`src/hdl/dsr_pkg.sv`:
```
package dsr_pkg;
   // ************************************************************
   // Register offsets on the serial control bus.
   // ************************************************************
   localparam logic [7:0] ADDR_SELF_TEST_CONTROL = 8'h24;
   localparam logic [7:0] ADDR_SELF_TEST_ERROR_COUNT = 8'h25;
   localparam logic [7:0] ADDR_I2C_MASTER_CLOCK_HIGH_TIME = 8'h26;
   localparam logic [7:0] ADDR_I2C_MASTER_CLOCK_LOW_TIME = 8'h27;
   localparam logic [7:0] ADDR_AUDIO_PATH_CONTROL = 8'h28;

   // ************************************************************
   // Reset values.
   // ************************************************************
   localparam logic [7:0] RST_SELF_TEST_CONTROL = 8'h08;
   localparam logic [7:0] RST_SELF_TEST_ERROR_COUNT = 8'h00;
   localparam logic [7:0] RST_I2C_MASTER_CLOCK_HIGH_TIME = 8'h83;
   localparam logic [7:0] RST_I2C_MASTER_CLOCK_LOW_TIME = 8'h84;
   localparam logic [7:0] RST_AUDIO_PATH_CONTROL = 8'h00;

   // ************************************************************
   // Writable bit masks; the other bits are reserved and read zero.
   // ************************************************************
   localparam logic [7:0] MASK_SELF_TEST_CONTROL = 8'h0F;
   localparam logic [7:0] MASK_AUDIO_PATH_CONTROL = 8'h8D;

   // ************************************************************
   // Field positions.
   // ************************************************************
   localparam int BIT_ST_RUN = 0;          // Register copy of the self-test enable.
   localparam int BIT_ST_OSC_LO = 1;       // Oscillator select field, low bit.
   localparam int BIT_ST_OSC_HI = 2;       // Oscillator select field, high bit.
   localparam int BIT_ST_PIN_SOURCE = 3;   // Self-test enable taken from the pin.
   localparam int BIT_AP_SURROUND = 0;     // Surround transport enable.
   localparam int BIT_AP_AUDIO_OFF = 2;    // Audio serial outputs off; aux audio on the pins is not gated.
   localparam int BIT_AP_AUX_AUDIO = 3;    // Auxiliary audio on the general-purpose pins.
   localparam int BIT_AP_BLOCK_LOAD = 7;   // Block forward-channel loading.

   // ************************************************************
   // Oscillator select codes; both choose the nominal oscillator.
   // ************************************************************
   localparam logic [1:0] OSC_CODE_NOMINAL_A = 2'h0;
   localparam logic [1:0] OSC_CODE_NOMINAL_B = 2'h1;

   // ************************************************************
   // Timing.
   // ************************************************************
   localparam int CLK_PERIOD_PS = 5000;    // 200 MHz system clock.
   localparam int SCL_UNIT_PS = 50000;     // 50 ns per count of the clock timing registers.
   localparam logic [3:0] SCL_UNIT_CYC = 4'((SCL_UNIT_PS + CLK_PERIOD_PS - 1) / CLK_PERIOD_PS);
   localparam logic [7:0] COUNT_MAX = 8'hFF;
   localparam logic [7:0] COUNT_ZERO = 8'h00;
   localparam logic [7:0] COUNT_ONE = 8'h01;
endpackage : dsr_pkg

```
`src/hdl/dsr_ctl_if.sv`:
```
`timescale 1ns/10ps
`default_nettype none
// Signals shared between the register bank and its two helpers.
interface dsr_ctl_if;
   logic [7:0] high_count;    // Master clock high time in 50 ns units.
   logic [7:0] low_count;     // Master clock low time and slave setup time.
   logic master_en;           // Local master is driving the clock.
   logic slave_data_strobe;   // Slave has just put data on the data line.
   logic scl_level_q;         // Clock level driven by the master.
   logic scl_hold_low_q;      // Slave keeps the clock low for setup.
   logic test_active;         // Self-test is running.
   logic error_strobe;        // One forward-channel error seen.
   logic power_down_n;        // Synchronised power-down, active low.
   logic [7:0] error_count_q; // Saturating error count.

   modport top (
      output high_count,
      output low_count,
      output master_en,
      output slave_data_strobe,
      input scl_level_q,
      input scl_hold_low_q,
      output test_active,
      output error_strobe,
      output power_down_n,
      input error_count_q
   );
   modport scl (
      input high_count,
      input low_count,
      input master_en,
      input slave_data_strobe,
      output scl_level_q,
      output scl_hold_low_q
   );
   modport cnt (
      input test_active,
      input error_strobe,
      input power_down_n,
      output error_count_q
   );
endinterface : dsr_ctl_if
`default_nettype wire

```
`src/hdl/dsr_scl_timer.sv`:
```
`timescale 1ns/10ps
`default_nettype none
// ************************************************************
// Clock timing for the local bus master and the slave setup time.
// ************************************************************
module dsr_scl_timer (
   input wire logic sys_clk,
   input wire logic resetn,
   dsr_ctl_if.scl ctl
);
   logic [3:0] m_pre_q;    // Master 50 ns prescaler.
   logic [3:0] m_pre_d;
   logic [7:0] m_units_q;  // Master units spent in the current phase.
   logic [7:0] m_units_d;
   logic [3:0] s_pre_q;    // Slave 50 ns prescaler.
   logic [3:0] s_pre_d;
   logic [7:0] s_units_q;  // Slave units spent holding the clock low.
   logic [7:0] s_units_d;
   logic scl_d;
   logic hold_d;

   // A zero count still gives one unit, so the clock never stops dead.
   wire [7:0] phase_len = ctl.scl_level_q ? ctl.high_count : ctl.low_count;
   wire [7:0] phase_min = (phase_len == dsr_pkg::COUNT_ZERO) ? dsr_pkg::COUNT_ONE : phase_len;
   wire m_tick = (m_pre_q == dsr_pkg::SCL_UNIT_CYC - 4'h1);
   wire m_phase_end = m_tick && (m_units_q == phase_min - dsr_pkg::COUNT_ONE);
   wire [7:0] setup_min = (ctl.low_count == dsr_pkg::COUNT_ZERO) ? dsr_pkg::COUNT_ONE : ctl.low_count;
   wire s_tick = (s_pre_q == dsr_pkg::SCL_UNIT_CYC - 4'h1);
   wire s_done = s_tick && (s_units_q == setup_min - dsr_pkg::COUNT_ONE);

   // Next-state logic for the master clock and the slave hold.
   always_comb begin
      m_pre_d = m_tick ? 4'h0 : m_pre_q + 4'h1;
      m_units_d = m_phase_end ? dsr_pkg::COUNT_ZERO : (m_tick ? m_units_q + dsr_pkg::COUNT_ONE : m_units_q);
      scl_d = m_phase_end ? !ctl.scl_level_q : ctl.scl_level_q;
      if (!ctl.master_en) begin
         // Idle master leaves the clock high, as an idle bus expects.
         m_pre_d = 4'h0;
         m_units_d = dsr_pkg::COUNT_ZERO;
         scl_d = 1'b1;
      end
      s_pre_d = s_tick ? 4'h0 : s_pre_q + 4'h1;
      s_units_d = s_tick ? s_units_q + dsr_pkg::COUNT_ONE : s_units_q;
      hold_d = ctl.scl_hold_low_q && !s_done;
      if (ctl.slave_data_strobe) begin
         // New data restarts the setup wait from its first unit.
         s_pre_d = 4'h0;
         s_units_d = dsr_pkg::COUNT_ZERO;
         hold_d = 1'b1;
      end else if (!ctl.scl_hold_low_q) begin
         s_pre_d = 4'h0;
         s_units_d = dsr_pkg::COUNT_ZERO;
      end
   end

   // State registers.
   always_ff @(posedge sys_clk) begin
      if (!resetn) begin
         m_pre_q <= 4'h0;
         m_units_q <= dsr_pkg::COUNT_ZERO;
         ctl.scl_level_q <= 1'b1;
         s_pre_q <= 4'h0;
         s_units_q <= dsr_pkg::COUNT_ZERO;
         ctl.scl_hold_low_q <= 1'b0;
      end else begin
         m_pre_q <= m_pre_d;
         m_units_q <= m_units_d;
         ctl.scl_level_q <= scl_d;
         s_pre_q <= s_pre_d;
         s_units_q <= s_units_d;
         ctl.scl_hold_low_q <= hold_d;
      end
   end
endmodule : dsr_scl_timer
`default_nettype wire

```
`src/hdl/dsr_err_counter.sv`:
```
`timescale 1ns/10ps
`default_nettype none
// ************************************************************
// Saturating forward-channel error counter for self-test.
// ************************************************************
module dsr_err_counter (
   input wire logic sys_clk,
   input wire logic resetn,
   dsr_ctl_if.cnt ctl
);
   logic active_q; // Self-test activity one cycle ago, for the start edge.

   wire run_start = ctl.test_active && !active_q;
   wire can_count = ctl.test_active && ctl.error_strobe && (ctl.error_count_q != dsr_pkg::COUNT_MAX);

   // Count errors only while the test runs; a new run or power-down clears.
   always_ff @(posedge sys_clk) begin
      if (!resetn) begin
         active_q <= 1'b0;
         ctl.error_count_q <= dsr_pkg::RST_SELF_TEST_ERROR_COUNT;
      end else begin
         active_q <= ctl.test_active;
         if (!ctl.power_down_n || run_start) begin
            ctl.error_count_q <= dsr_pkg::COUNT_ZERO;
         end else if (can_count) begin
            ctl.error_count_q <= ctl.error_count_q + dsr_pkg::COUNT_ONE;
         end
      end
   end
endmodule : dsr_err_counter
`default_nettype wire

```
`src/hdl/dsr_regs.sv`:
```
// Overview of operation
// - Control bit 3 picks pin or register enable
// - Oscillator field codes 00, 01 pick 33 MHz
// - Low frequency mode runs oscillator at 12.5 MHz
// - Error counter counts self-test errors, saturates 255
// - Counter clears on power-down and new run
// - Master clock high time in 50 ns units
// - Master clock low time in 50 ns units
// - Low time also sets slave data setup
// - Bit 7 blocks forward-channel loading of register
// - Bit 3 puts auxiliary audio on pins 1, 0
// - Bit 2 disables every audio serial output except aux audio on pins 1, 0
// - Bit 0 enables 5.1 or 7.1 audio, except in repeater mode with valid in-band data
// - Surround needs the data island transport
// - Low frequency indication follows the mode pin
`timescale 1ns/10ps
`default_nettype none
module dsr_regs (
   input wire logic sys_clk,
   input wire logic resetn,
   // Byte register port from the serial control bus decoder.
   input wire logic [7:0] reg_addr,
   input wire logic reg_wr,
   input wire logic [7:0] reg_wdata,
   input wire logic reg_rd,
   output logic [7:0] reg_rdata_q,
   // Forward-channel load of the audio path register.
   input wire logic fwd_load,
   input wire logic [7:0] fwd_data,
   // Pins from outside the clock domain.
   input wire logic power_down_n_input,
   input wire logic self_test_pin,
   input wire logic low_frequency_select,
   input wire logic repeater_pin,
   // Same-domain status from the link logic.
   input wire logic fwd_error,
   input wire logic no_pixel_clock,
   input wire logic func_osc_cfg,
   input wire logic data_island_mode,
   input wire logic inband_valid,
   input wire logic inband_surround,
   // Local bus master and slave control.
   input wire logic master_en,
   input wire logic slave_data_strobe,
   output logic scl_out_q,
   output logic scl_oe_q,
   // Audio and general-purpose pins.
   input wire logic [3:0] audio_data,
   input wire logic audio_ws,
   input wire logic aux_ws,
   input wire logic aux_data,
   input wire logic [1:0] gpio_out,
   input wire logic [1:0] gpio_oe,
   output logic [3:0] audio_data_q,
   output logic audio_ws_q,
   output logic audio_oe_q,
   output logic [1:0] gpio_pin_q,
   output logic [1:0] gpio_pin_oe_q,
   output logic aux_audio_active_q,
   // Mode outputs.
   output logic self_test_active_q,
   output logic osc_enable_q,
   output logic osc_nominal_q,
   output logic osc_low_rate_q,
   output logic low_freq_status_q,
   output logic surround_active_q
);
   // ************************************************************
   // Pin synchronisers.
   // ************************************************************
   logic [3:0] sync1_q; // First stage, read only by the second.
   logic [3:0] sync2_q; // Second stage, safe for logic.

   // Two flip-flops on each asynchronous pin.
   always_ff @(posedge sys_clk) begin
      if (!resetn) begin
         sync1_q <= 4'h0;
         sync2_q <= 4'h0;
      end else begin
         sync1_q <= {repeater_pin, low_frequency_select, self_test_pin, power_down_n_input};
         sync2_q <= sync1_q;
      end
   end

   wire pdn_s = sync2_q[0];        // Power-down, active low.
   wire test_pin_s = sync2_q[1];   // Self-test pin.
   wire low_freq_s = sync2_q[2];   // Low frequency mode pin.
   wire repeater_s = sync2_q[3];   // Repeater mode pin.

   // ************************************************************
   // Register storage.
   // ************************************************************
   logic [7:0] st_ctrl_q;
   logic [7:0] st_ctrl_d;
   logic [7:0] high_q;
   logic [7:0] high_d;
   logic [7:0] low_q;
   logic [7:0] low_d;
   logic [7:0] audio_ctrl_q;
   logic [7:0] audio_ctrl_d;

   wire wr_st = reg_wr && (reg_addr == dsr_pkg::ADDR_SELF_TEST_CONTROL);
   wire wr_high = reg_wr && (reg_addr == dsr_pkg::ADDR_I2C_MASTER_CLOCK_HIGH_TIME);
   wire wr_low = reg_wr && (reg_addr == dsr_pkg::ADDR_I2C_MASTER_CLOCK_LOW_TIME);
   wire wr_audio = reg_wr && (reg_addr == dsr_pkg::ADDR_AUDIO_PATH_CONTROL);
   // Forward loading is refused while the block bit is set; the host write wins a tie.
   wire load_ok = fwd_load && !audio_ctrl_q[dsr_pkg::BIT_AP_BLOCK_LOAD];

   // Next values; reserved bits are masked off on every path.
   always_comb begin
      st_ctrl_d = wr_st ? (reg_wdata & dsr_pkg::MASK_SELF_TEST_CONTROL) : st_ctrl_q;
      high_d = wr_high ? reg_wdata : high_q;
      low_d = wr_low ? reg_wdata : low_q;
      if (wr_audio) begin
         audio_ctrl_d = reg_wdata & dsr_pkg::MASK_AUDIO_PATH_CONTROL;
      end else if (load_ok) begin
         // The block bit itself is kept local so the far end cannot lock it.
         audio_ctrl_d = (fwd_data & dsr_pkg::MASK_AUDIO_PATH_CONTROL & ~8'h80)
            | (audio_ctrl_q & 8'h80);
      end else begin
         audio_ctrl_d = audio_ctrl_q;
      end
   end

   // Register flops.
   always_ff @(posedge sys_clk) begin
      if (!resetn) begin
         st_ctrl_q <= dsr_pkg::RST_SELF_TEST_CONTROL;
         high_q <= dsr_pkg::RST_I2C_MASTER_CLOCK_HIGH_TIME;
         low_q <= dsr_pkg::RST_I2C_MASTER_CLOCK_LOW_TIME;
         audio_ctrl_q <= dsr_pkg::RST_AUDIO_PATH_CONTROL;
      end else begin
         st_ctrl_q <= st_ctrl_d;
         high_q <= high_d;
         low_q <= low_d;
         audio_ctrl_q <= audio_ctrl_d;
      end
   end

   // ************************************************************
   // Helpers: clock timing and the error counter.
   // ************************************************************
   dsr_ctl_if ctl ();

   // Self-test runs from the pin by default, or from the register copy.
   wire test_run = st_ctrl_q[dsr_pkg::BIT_ST_PIN_SOURCE] ? test_pin_s
      : st_ctrl_q[dsr_pkg::BIT_ST_RUN];

   assign ctl.high_count = high_q;
   assign ctl.low_count = low_q;
   assign ctl.master_en = master_en;
   assign ctl.slave_data_strobe = slave_data_strobe;
   assign ctl.test_active = test_run;
   assign ctl.error_strobe = fwd_error;
   assign ctl.power_down_n = pdn_s;

   dsr_scl_timer u_scl (
      .sys_clk(sys_clk),
      .resetn(resetn),
      .ctl(ctl)
   );

   dsr_err_counter u_cnt (
      .sys_clk(sys_clk),
      .resetn(resetn),
      .ctl(ctl)
   );

   // ************************************************************
   // Read path.
   // ************************************************************
   logic [7:0] rd_mux;

   // Unmapped addresses read zero; the error count is always readable, but
   // software should wait for the run to end before trusting it.
   always_comb begin
      unique case (reg_addr)
         dsr_pkg::ADDR_SELF_TEST_CONTROL: rd_mux = st_ctrl_q;
         dsr_pkg::ADDR_SELF_TEST_ERROR_COUNT: rd_mux = ctl.error_count_q;
         dsr_pkg::ADDR_I2C_MASTER_CLOCK_HIGH_TIME: rd_mux = high_q;
         dsr_pkg::ADDR_I2C_MASTER_CLOCK_LOW_TIME: rd_mux = low_q;
         dsr_pkg::ADDR_AUDIO_PATH_CONTROL: rd_mux = audio_ctrl_q;
         default: rd_mux = dsr_pkg::COUNT_ZERO;
      endcase
   end

   // Read data is captured on the strobe and held until the next read.
   always_ff @(posedge sys_clk) begin
      if (!resetn) begin
         reg_rdata_q <= dsr_pkg::COUNT_ZERO;
      end else if (reg_rd) begin
         reg_rdata_q <= rd_mux;
      end
   end

   // ************************************************************
   // Mode decode.
   // ************************************************************
   wire [1:0] osc_code = st_ctrl_q[dsr_pkg::BIT_ST_OSC_HI:dsr_pkg::BIT_ST_OSC_LO];
   wire osc_nominal = (osc_code == dsr_pkg::OSC_CODE_NOMINAL_A)
      || (osc_code == dsr_pkg::OSC_CODE_NOMINAL_B);
   // Oscillator is needed for self-test or for free-running without a pixel clock.
   wire osc_enable = test_run || (func_osc_cfg && no_pixel_clock);
   wire surround_req = (repeater_s && inband_valid) ? inband_surround
      : audio_ctrl_q[dsr_pkg::BIT_AP_SURROUND];
   wire surround = surround_req && data_island_mode;
   wire audio_off = audio_ctrl_q[dsr_pkg::BIT_AP_AUDIO_OFF];
   wire aux_on = audio_ctrl_q[dsr_pkg::BIT_AP_AUX_AUDIO];

   // All top-level outputs are registered so pins never see decode glitches.
   always_ff @(posedge sys_clk) begin
      if (!resetn) begin
         // The open-drain clock never drives high, in reset either.
         scl_out_q <= 1'b0;
         scl_oe_q <= 1'b0;
         audio_data_q <= 4'h0;
         audio_ws_q <= 1'b0;
         audio_oe_q <= 1'b0;
         gpio_pin_q <= 2'h0;
         gpio_pin_oe_q <= 2'h0;
         aux_audio_active_q <= 1'b0;
         self_test_active_q <= 1'b0;
         osc_enable_q <= 1'b0;
         osc_nominal_q <= 1'b1;
         osc_low_rate_q <= 1'b0;
         low_freq_status_q <= 1'b0;
         surround_active_q <= 1'b0;
      end else begin
         // Clock pin is open drain: drive low in the master low phase or slave hold.
         scl_out_q <= 1'b0;
         scl_oe_q <= (master_en && !ctl.scl_level_q) || ctl.scl_hold_low_q;
         audio_data_q <= audio_off ? 4'h0 : audio_data;
         audio_ws_q <= audio_off ? 1'b0 : audio_ws;
         audio_oe_q <= !audio_off;
         gpio_pin_q <= aux_on ? {aux_ws, aux_data} : gpio_out;
         gpio_pin_oe_q <= aux_on ? 2'h3 : gpio_oe;
         // Flags the pin mode, so it follows the routing bit alone.
         aux_audio_active_q <= aux_on;
         self_test_active_q <= test_run;
         osc_enable_q <= osc_enable;
         osc_nominal_q <= osc_nominal;
         osc_low_rate_q <= low_freq_s;
         low_freq_status_q <= low_freq_s;
         surround_active_q <= surround && !audio_off;
      end
   end
endmodule : dsr_regs
`default_nettype wire

```
`config.mk`:
```
export PLATFORM = sky130hd
export DESIGN_NAME = dsr_regs
export DESIGN_NICKNAME = d
export VERILOG_FILES = /design/src/hdl/dsr_pkg.sv /design/src/hdl/dsr_ctl_if.sv /design/src/hdl/dsr_scl_timer.sv /design/src/hdl/dsr_err_counter.sv /design/src/hdl/dsr_regs.sv
export SDC_FILE = /design/constraint.sdc
export NUM_CORES = 1
export LEC_CHECK = 0
export BUFFER_PORTS_ARGS = -buffer_cell sky130_fd_sc_hd__buf_2
export CAP_MARGIN = 10
export CORE_ASPECT_RATIO = 2
export CORE_MARGIN = 5
export CORE_UTILIZATION = 28
export CTS_BUF_LIST = sky130_fd_sc_hd__clkbuf_8
export CTS_CLUSTER_SIZE = 16
export DETAILED_ROUTE_END_ITERATION = 8
export GPL_TIMING_DRIVEN = 0
export SLEW_MARGIN = 5
export SYNTH_ARGS = -nofsm -noshare
export SYNTH_HDL_FRONTEND = slang
export SYNTH_SLANG_ARGS = --single-unit
```
`constraint.sdc`:
```
create_clock -name sys_clk -period 3.3 [get_ports sys_clk]
set_input_delay 0.99 -clock sys_clk [delete_from_list [all_inputs] [get_ports sys_clk]]
set_output_delay 0.99 -clock sys_clk [all_outputs]
set_load 0.01 [all_outputs]
```
# Word level (Yosys, flattened, before mapping)
# Index checks and enable logic that the tools add are counted.
# totals
regBits	95
inputBits	52
wordCells	98
# classes
n_addsub	7
eq_ne	11
n_mux	11
bitwise_logic	4
n_reduce_logical	38
# op_table
operator	count
== test 8 x 6 -> 1 bit, second input constant	5
2-to-1 mux 8 bit	5
case mux 8 bit (5 select lines)	1
adder 8 x 1 -> 8 bit, second input constant	3
== test 8 bit	2
logical AND 1 bit	16
logical NOT 8 bit	2
subtractor 8 x 1 -> 8 bit, second input constant	2
OR reduction 3 bit	3
adder 4 x 1 -> 4 bit, second input constant	2
== test 4 bit, second input constant	2
!= test 8 bit, second input constant	1
bitwise OR 4 x 8 -> 8 bit	1
logical NOT 1 bit	6
OR reduction 2 bit	3
logical OR 1 bit	4
2-to-1 mux 2 bit	2
OR reduction 4 bit	1
2-to-1 mux 1 bit	3
inverter 1 bit	3
== test 2 x 1 -> 1 bit, second input constant	1
logical NOT 2 bit	1
AND reduction 2 bit	1
nonzero test 2 bit	1

# Depth between registers and ports, before layout
# logic_depth
word_depth	8
ltp_mapped	11

# Modules after synthesis
# From an unflattened synthesis, not the netlist that was laid out.
# unflattened
cells_unflattened	454
area_unflattened_um2	4440.5
# modules_own_cells
module	n_inst	cells_each	area_each_um2	seq_area_each_um2
dsr_regs	1	206	2274.7	1141.1
dsr_scl_timer	1	201	1735.4	520.5
dsr_err_counter	1	47	430.4	180.2

# Worst setup path before layout
# Ideal clock, no wire load.
# synth_path
path_type	flip-flop to flip-flop
from	register low_q[4] (netlist: ctl.low_count[4])
to	register u_scl.m_units_q[0]
setup_ns	0.128
arrival_ns	2.887
path_slack_ns	0.285
path_stages_with_launch	12
n_path_buf	1
period_less_slack_ns	3.015
cell_sequence	dfxtp_1 -> buf_6 -> or4_1 -> a222oi_1 -> nor2_1 -> ha_1 -> xor2_1 -> xnor2_1 -> a2111oi_0 -> o311ai_1 -> o31ai_4 -> nor2_1
# synth_between
elab_chain_cells	7
# synth_lines
element	line	source
start, declared	dsr_regs.sv:97	logic [7:0] low_q;
start signal, assigned	dsr_regs.sv:130	low_q <= dsr_pkg::RST_I2C_MASTER_CLOCK_LOW_TIME;
start signal, assigned	dsr_regs.sv:135	low_q <= low_d;
2-to-1 mux 8 bit *	dsr_scl_timer.sv:23	wire [7:0] phase_len = ctl.scl_level_q ? ctl.high_count : ctl.low_count;
logical NOT 8 bit	dsr_scl_timer.sv:24	wire [7:0] phase_min = (phase_len == dsr_pkg::COUNT_ZERO) ? dsr_pkg::COUNT_ONE : phase_len;
2-to-1 mux 8 bit *	dsr_scl_timer.sv:24	
subtractor 8 x 1 -> 8 bit *	dsr_scl_timer.sv:26	wire m_phase_end = m_tick && (m_units_q == phase_min - dsr_pkg::COUNT_ONE);
== test 8 bit *	dsr_scl_timer.sv:26	
logical AND 1 bit *	dsr_scl_timer.sv:26	
OR reduction 3 bit (no line) *	--	
end signal, assigned	dsr_scl_timer.sv:60	m_units_q <= dsr_pkg::COUNT_ZERO;
end signal, assigned	dsr_scl_timer.sv:67	m_units_q <= m_units_d;
end, declared	dsr_scl_timer.sv:13	logic [7:0] m_units_q;
# Every way passes the cells marked *; elsewhere a longest branch is shown, timed or not.
# A chain may end at the register's enable or synchronous reset.

# Worst setup path after layout
# layout_path
from	register u_scl.ctl.scl_level_q
to	register u_scl.m_units_q[1]
# layout_between
elab_chain_cells	7
# layout_lines
element	line	source
start, declared	dsr_ctl_if.sv:33	output scl_level_q,
start signal, assigned	dsr_scl_timer.sv:68	ctl.scl_level_q <= scl_d;
2-to-1 mux 8 bit *	dsr_scl_timer.sv:23	
logical NOT 8 bit	dsr_scl_timer.sv:24	
2-to-1 mux 8 bit *	dsr_scl_timer.sv:24	
subtractor 8 x 1 -> 8 bit *	dsr_scl_timer.sv:26	
== test 8 bit *	dsr_scl_timer.sv:26	
logical AND 1 bit *	dsr_scl_timer.sv:26	
OR reduction 3 bit (no line) *	--	
# Marks and branches as above.

==> results by group <==
Run status
  – Outcome: finished, final reports clean

CTS
  – Deepest clock path buffer count: 2
  – H-tree depth: 3
  – Clk root buf: clkbuf_8
  – Post-cts sizing count: 0
  – CTS Hold Bufs: 0
  – Total CTS buffers: 9
  – Clock latency on the worst-skew pair: 0.38 ns
  – CTS sink cnt: 91
  – CTS tree: built
  – Reg clk slew, reported paths: 0.10 ns

Routing
  – Post-route ant nets: 0
  – WL met3: 439 um
  – WL met2: 6640 um
  – Drt pass-1 iters: 4
  – DRT Wirelength: 11700 um
  – M1 WL: 3950 um
  – Via count: 3618
  – Max Used Layer: met4
  – DR vias/cell: 4.83
  – Detailed Route Iter0 Violations: 110
  – Wire per inst: 15.7 um
  – Post-route DRC violation count: 0

Setup path
  – Critical path arrival: 3.39 ns
  – Max incr delay on CP: 0.45 ns
  – Crit path capture type: register
  – Crit Path Class: reg2reg
  – Worst R2R Start: u_scl.ctl.scl_level_q
  – Worst path required time: 3.57 ns
  – Cell mode on critical path: buf_4
  – Crit-path leading delay family: compound AO/OA/AOI/OAI gates
  – WP buf/inv: 3
  – CP cell instances: buf_4 -> or4_1 -> a222oi_1 -> buf_4 -> nor2_1 -> ha_1 -> xor2_1 -> xnor2_1 -> a2111oi_0 -> o311ai_1 -> o31ai_4 -> buf_4 -> a21oi_1
  – Crit-path slowest cell: or4_1
  – CP max FO: 10
  – Startpoint types: register
  – CP Launch Point: u_scl.ctl.scl_level_q

Place
  – PortBufs: 70
  – DP HPWL: 9430 um
  – Place WS: -0.188 ns
  – Gpl congestion: 0.857
  – DP Area: 4930 um2

Synthesis
  – Post-synthesis register bit count: 91
  – Area contributors post-synth: dfxtp_1 (42%), mux2i_1 (7.4%), xor2_1 (4.6%)
  – Syn Nets: 523
  – Main synth FF type: dfxtp_1
  – Sequential fraction of the synthesis area: 42.0%
  – Commonest cells in the netlist: dfxtp_1 (91), nand2_1 (41), nor2_1 (39)
  – Mean post-synth cell area: 9.38 um2
  – Ys async rst share: 0%
  – Post-synth cell types: 61
  – Cell count after synthesis: 462
  – Cell area after synthesis: 4330 um2
  – Synth area leader: dfxtp_1
  – EDFF count, synth: 0
  – Synth warn: 0
  – Most frequent cell after synthesis: dfxtp_1
  – Synth top area share: 42.0%

Die
  – Initial Util: 28.3%
  – Die W: 98.0 um
  – Ports: 79
  – Total core area: 15300 um2
  – Die area: 18200 um2
  – Std-Cell Rows: 64
  – Die height: 186 um

Global route
  – GR Util All Layers: 13.0%
  – Via count of the first global-routing pass: 3764
  – Largest net degree at the start of global routing: 18
  – Initial antenna violation count: 0
  – Gr ovfl total: 0
  – First-pass GRT wire length: 18700 um

Final layout
  – Antenna diodes: 0
  – Layout cells sized above 1: 20.9%
  – Core Util, Final: 33.7%
  – Final nets: 607
  – Design area: 5160 um2
  – Area growth from synthesis to layout: 19.1%

Pwr
  – Power density over the cells: 401 nW/um2
  – Sw Ratio: 25.2%
  – Switch Pwr: 0.522 mW
  – Seq pwr share: 54.6%
  – Worst-case vdd ir drop: 0.000294 V
  – Int Pwr: 1.55 mW
  – Comb power frac: 6.6%
  – Pleak: 2.09 nW
  – Clock power frac: 38.8%

Flow run
  – Max-cap violations: 0

STA
  – Final setup margin: 0.175 ns
  – Final hold vios: 0
  – Slew Limit Fails: 0
  – Fin crit share: 94.7%
  – Slew Limit Headroom: 27.8%
  – RSZ-0062 raised after global routing: no
  – Setup Skew: 0.00763 ns
  – Worst Tran Pin Value: 1.07 ns
  – Fin crit period: 3.12 ns
  – Final Setup Violations: 0
  – Achievable Freq: 0.320 GHz

Min path
  – Hold WC Path Type: reg2reg
  – HP Start: st_ctrl_q[2]
[sequential cells by signal, summed over array words and instances (netlist names), 8 cells and up]
name                     cells
ctl.high_count               8
ctl.low_count                8
reg_rdata_q                  8
u_cnt.ctl.error_count_q      8
u_scl.m_units_q              8
u_scl.s_units_q              8
[through the flow]
step	instances	power [mW]	hold WS, ns	TNS [ns]
final	749	2.07	0.425	0
after detailed placement	730	1.29	0.396	-1.73
after global placement	730	1.29	0.408	-0.948
after floorplan	462	1.22	0.371	0
after global routing	749	2.15	0.461	0
after CTS	748	2.09	0.425	0
[worst paths after layout]
kind / slack (ns) / endpoint / depth (start not counted)
worst min register to register: 0.42 / osc_nominal_q / 1
worst max register to register: 0.18 / u_scl.m_units_q[1] / 13
worst min-delay path: 0.42 / osc_nominal_q / 1
worst max-delay path: 0.18 / u_scl.m_units_q[1] / 13
[routing by layer]
layer  vias up  global-route usage [%]
met3        35                    2.89
met1      1713                    11.6
met2        94                    25.2
met5         -                       0
met4         0                    9.32
li1       1776                       -
[power groups by stage]
| stage | logic (mW) | registers [mW] | clock network, mW |
|---|---|---|---|
| after global placement | 0.134 | 1.15 | 0 |
| after CTS | 0.137 | 1.13 | 0.825 |
| final | 0.136 | 1.13 | 0.803 |
| after detailed placement | 0.136 | 1.15 | 0 |
| after floorplan | 0.0625 | 1.16 | 0 |
| after global routing | 0.150 | 1.13 | 0.867 |
[cells by family after synthesis]
| logic type | synth area share (%) |
|---|---|
| AOI/OAI and AO/OA | 10.4 |
| xor gates and xnor gates | 8.69 |
| adders and majority gates | 2.60 |
| buffers and inverters | 2.89 |
| DFF | 42.0 |
| muxes | 10.5 |
| other | 0.0865 |
| and+or+nand+nor | 22.8 |
[layout make-up]
cell class / count / area, um2
inverters: 9 / 33.8
clock buffers: 9 / 124
multi-input cells: 343 / 2390
clock inverters: 7 / 82.6
plain buffers: 19 / 91.3
repair buffers: 73 / 373
flip-flops and latches: 91 / 1820
well taps: 198 / 248
fillers: 1598 / 10100
[layout by cell type, fill, tap and decap left out, types with 7 or more instances in the layout]
cell / synthesis / routed
dfxtp_1: 91 / 91
buf_2: 1 / 71
nand2_1: 41 / 41
nor2_1: 39 / 39
mux2i_1: 32 / 32
nand3_1: 26 / 26
xor2_1: 23 / 23
and2_1: 21 / 21
xnor2_1: 20 / 20
nor2b_1: 17 / 17
clkbuf_1: 13 / 13
mux2_2: 10 / 10
inv_1: 9 / 9
ha_1: 9 / 9
clkbuf_8: 0 / 9
o21ai_0: 8 / 8
a21oi_1: 7 / 7
[what timing repair did]
item	in CTS	in global routing
pin swaps	1	1
setup buffers	2	1
setup endpoints to repair	9	8
Note: power is estimated with default switching activity, not from simulation.
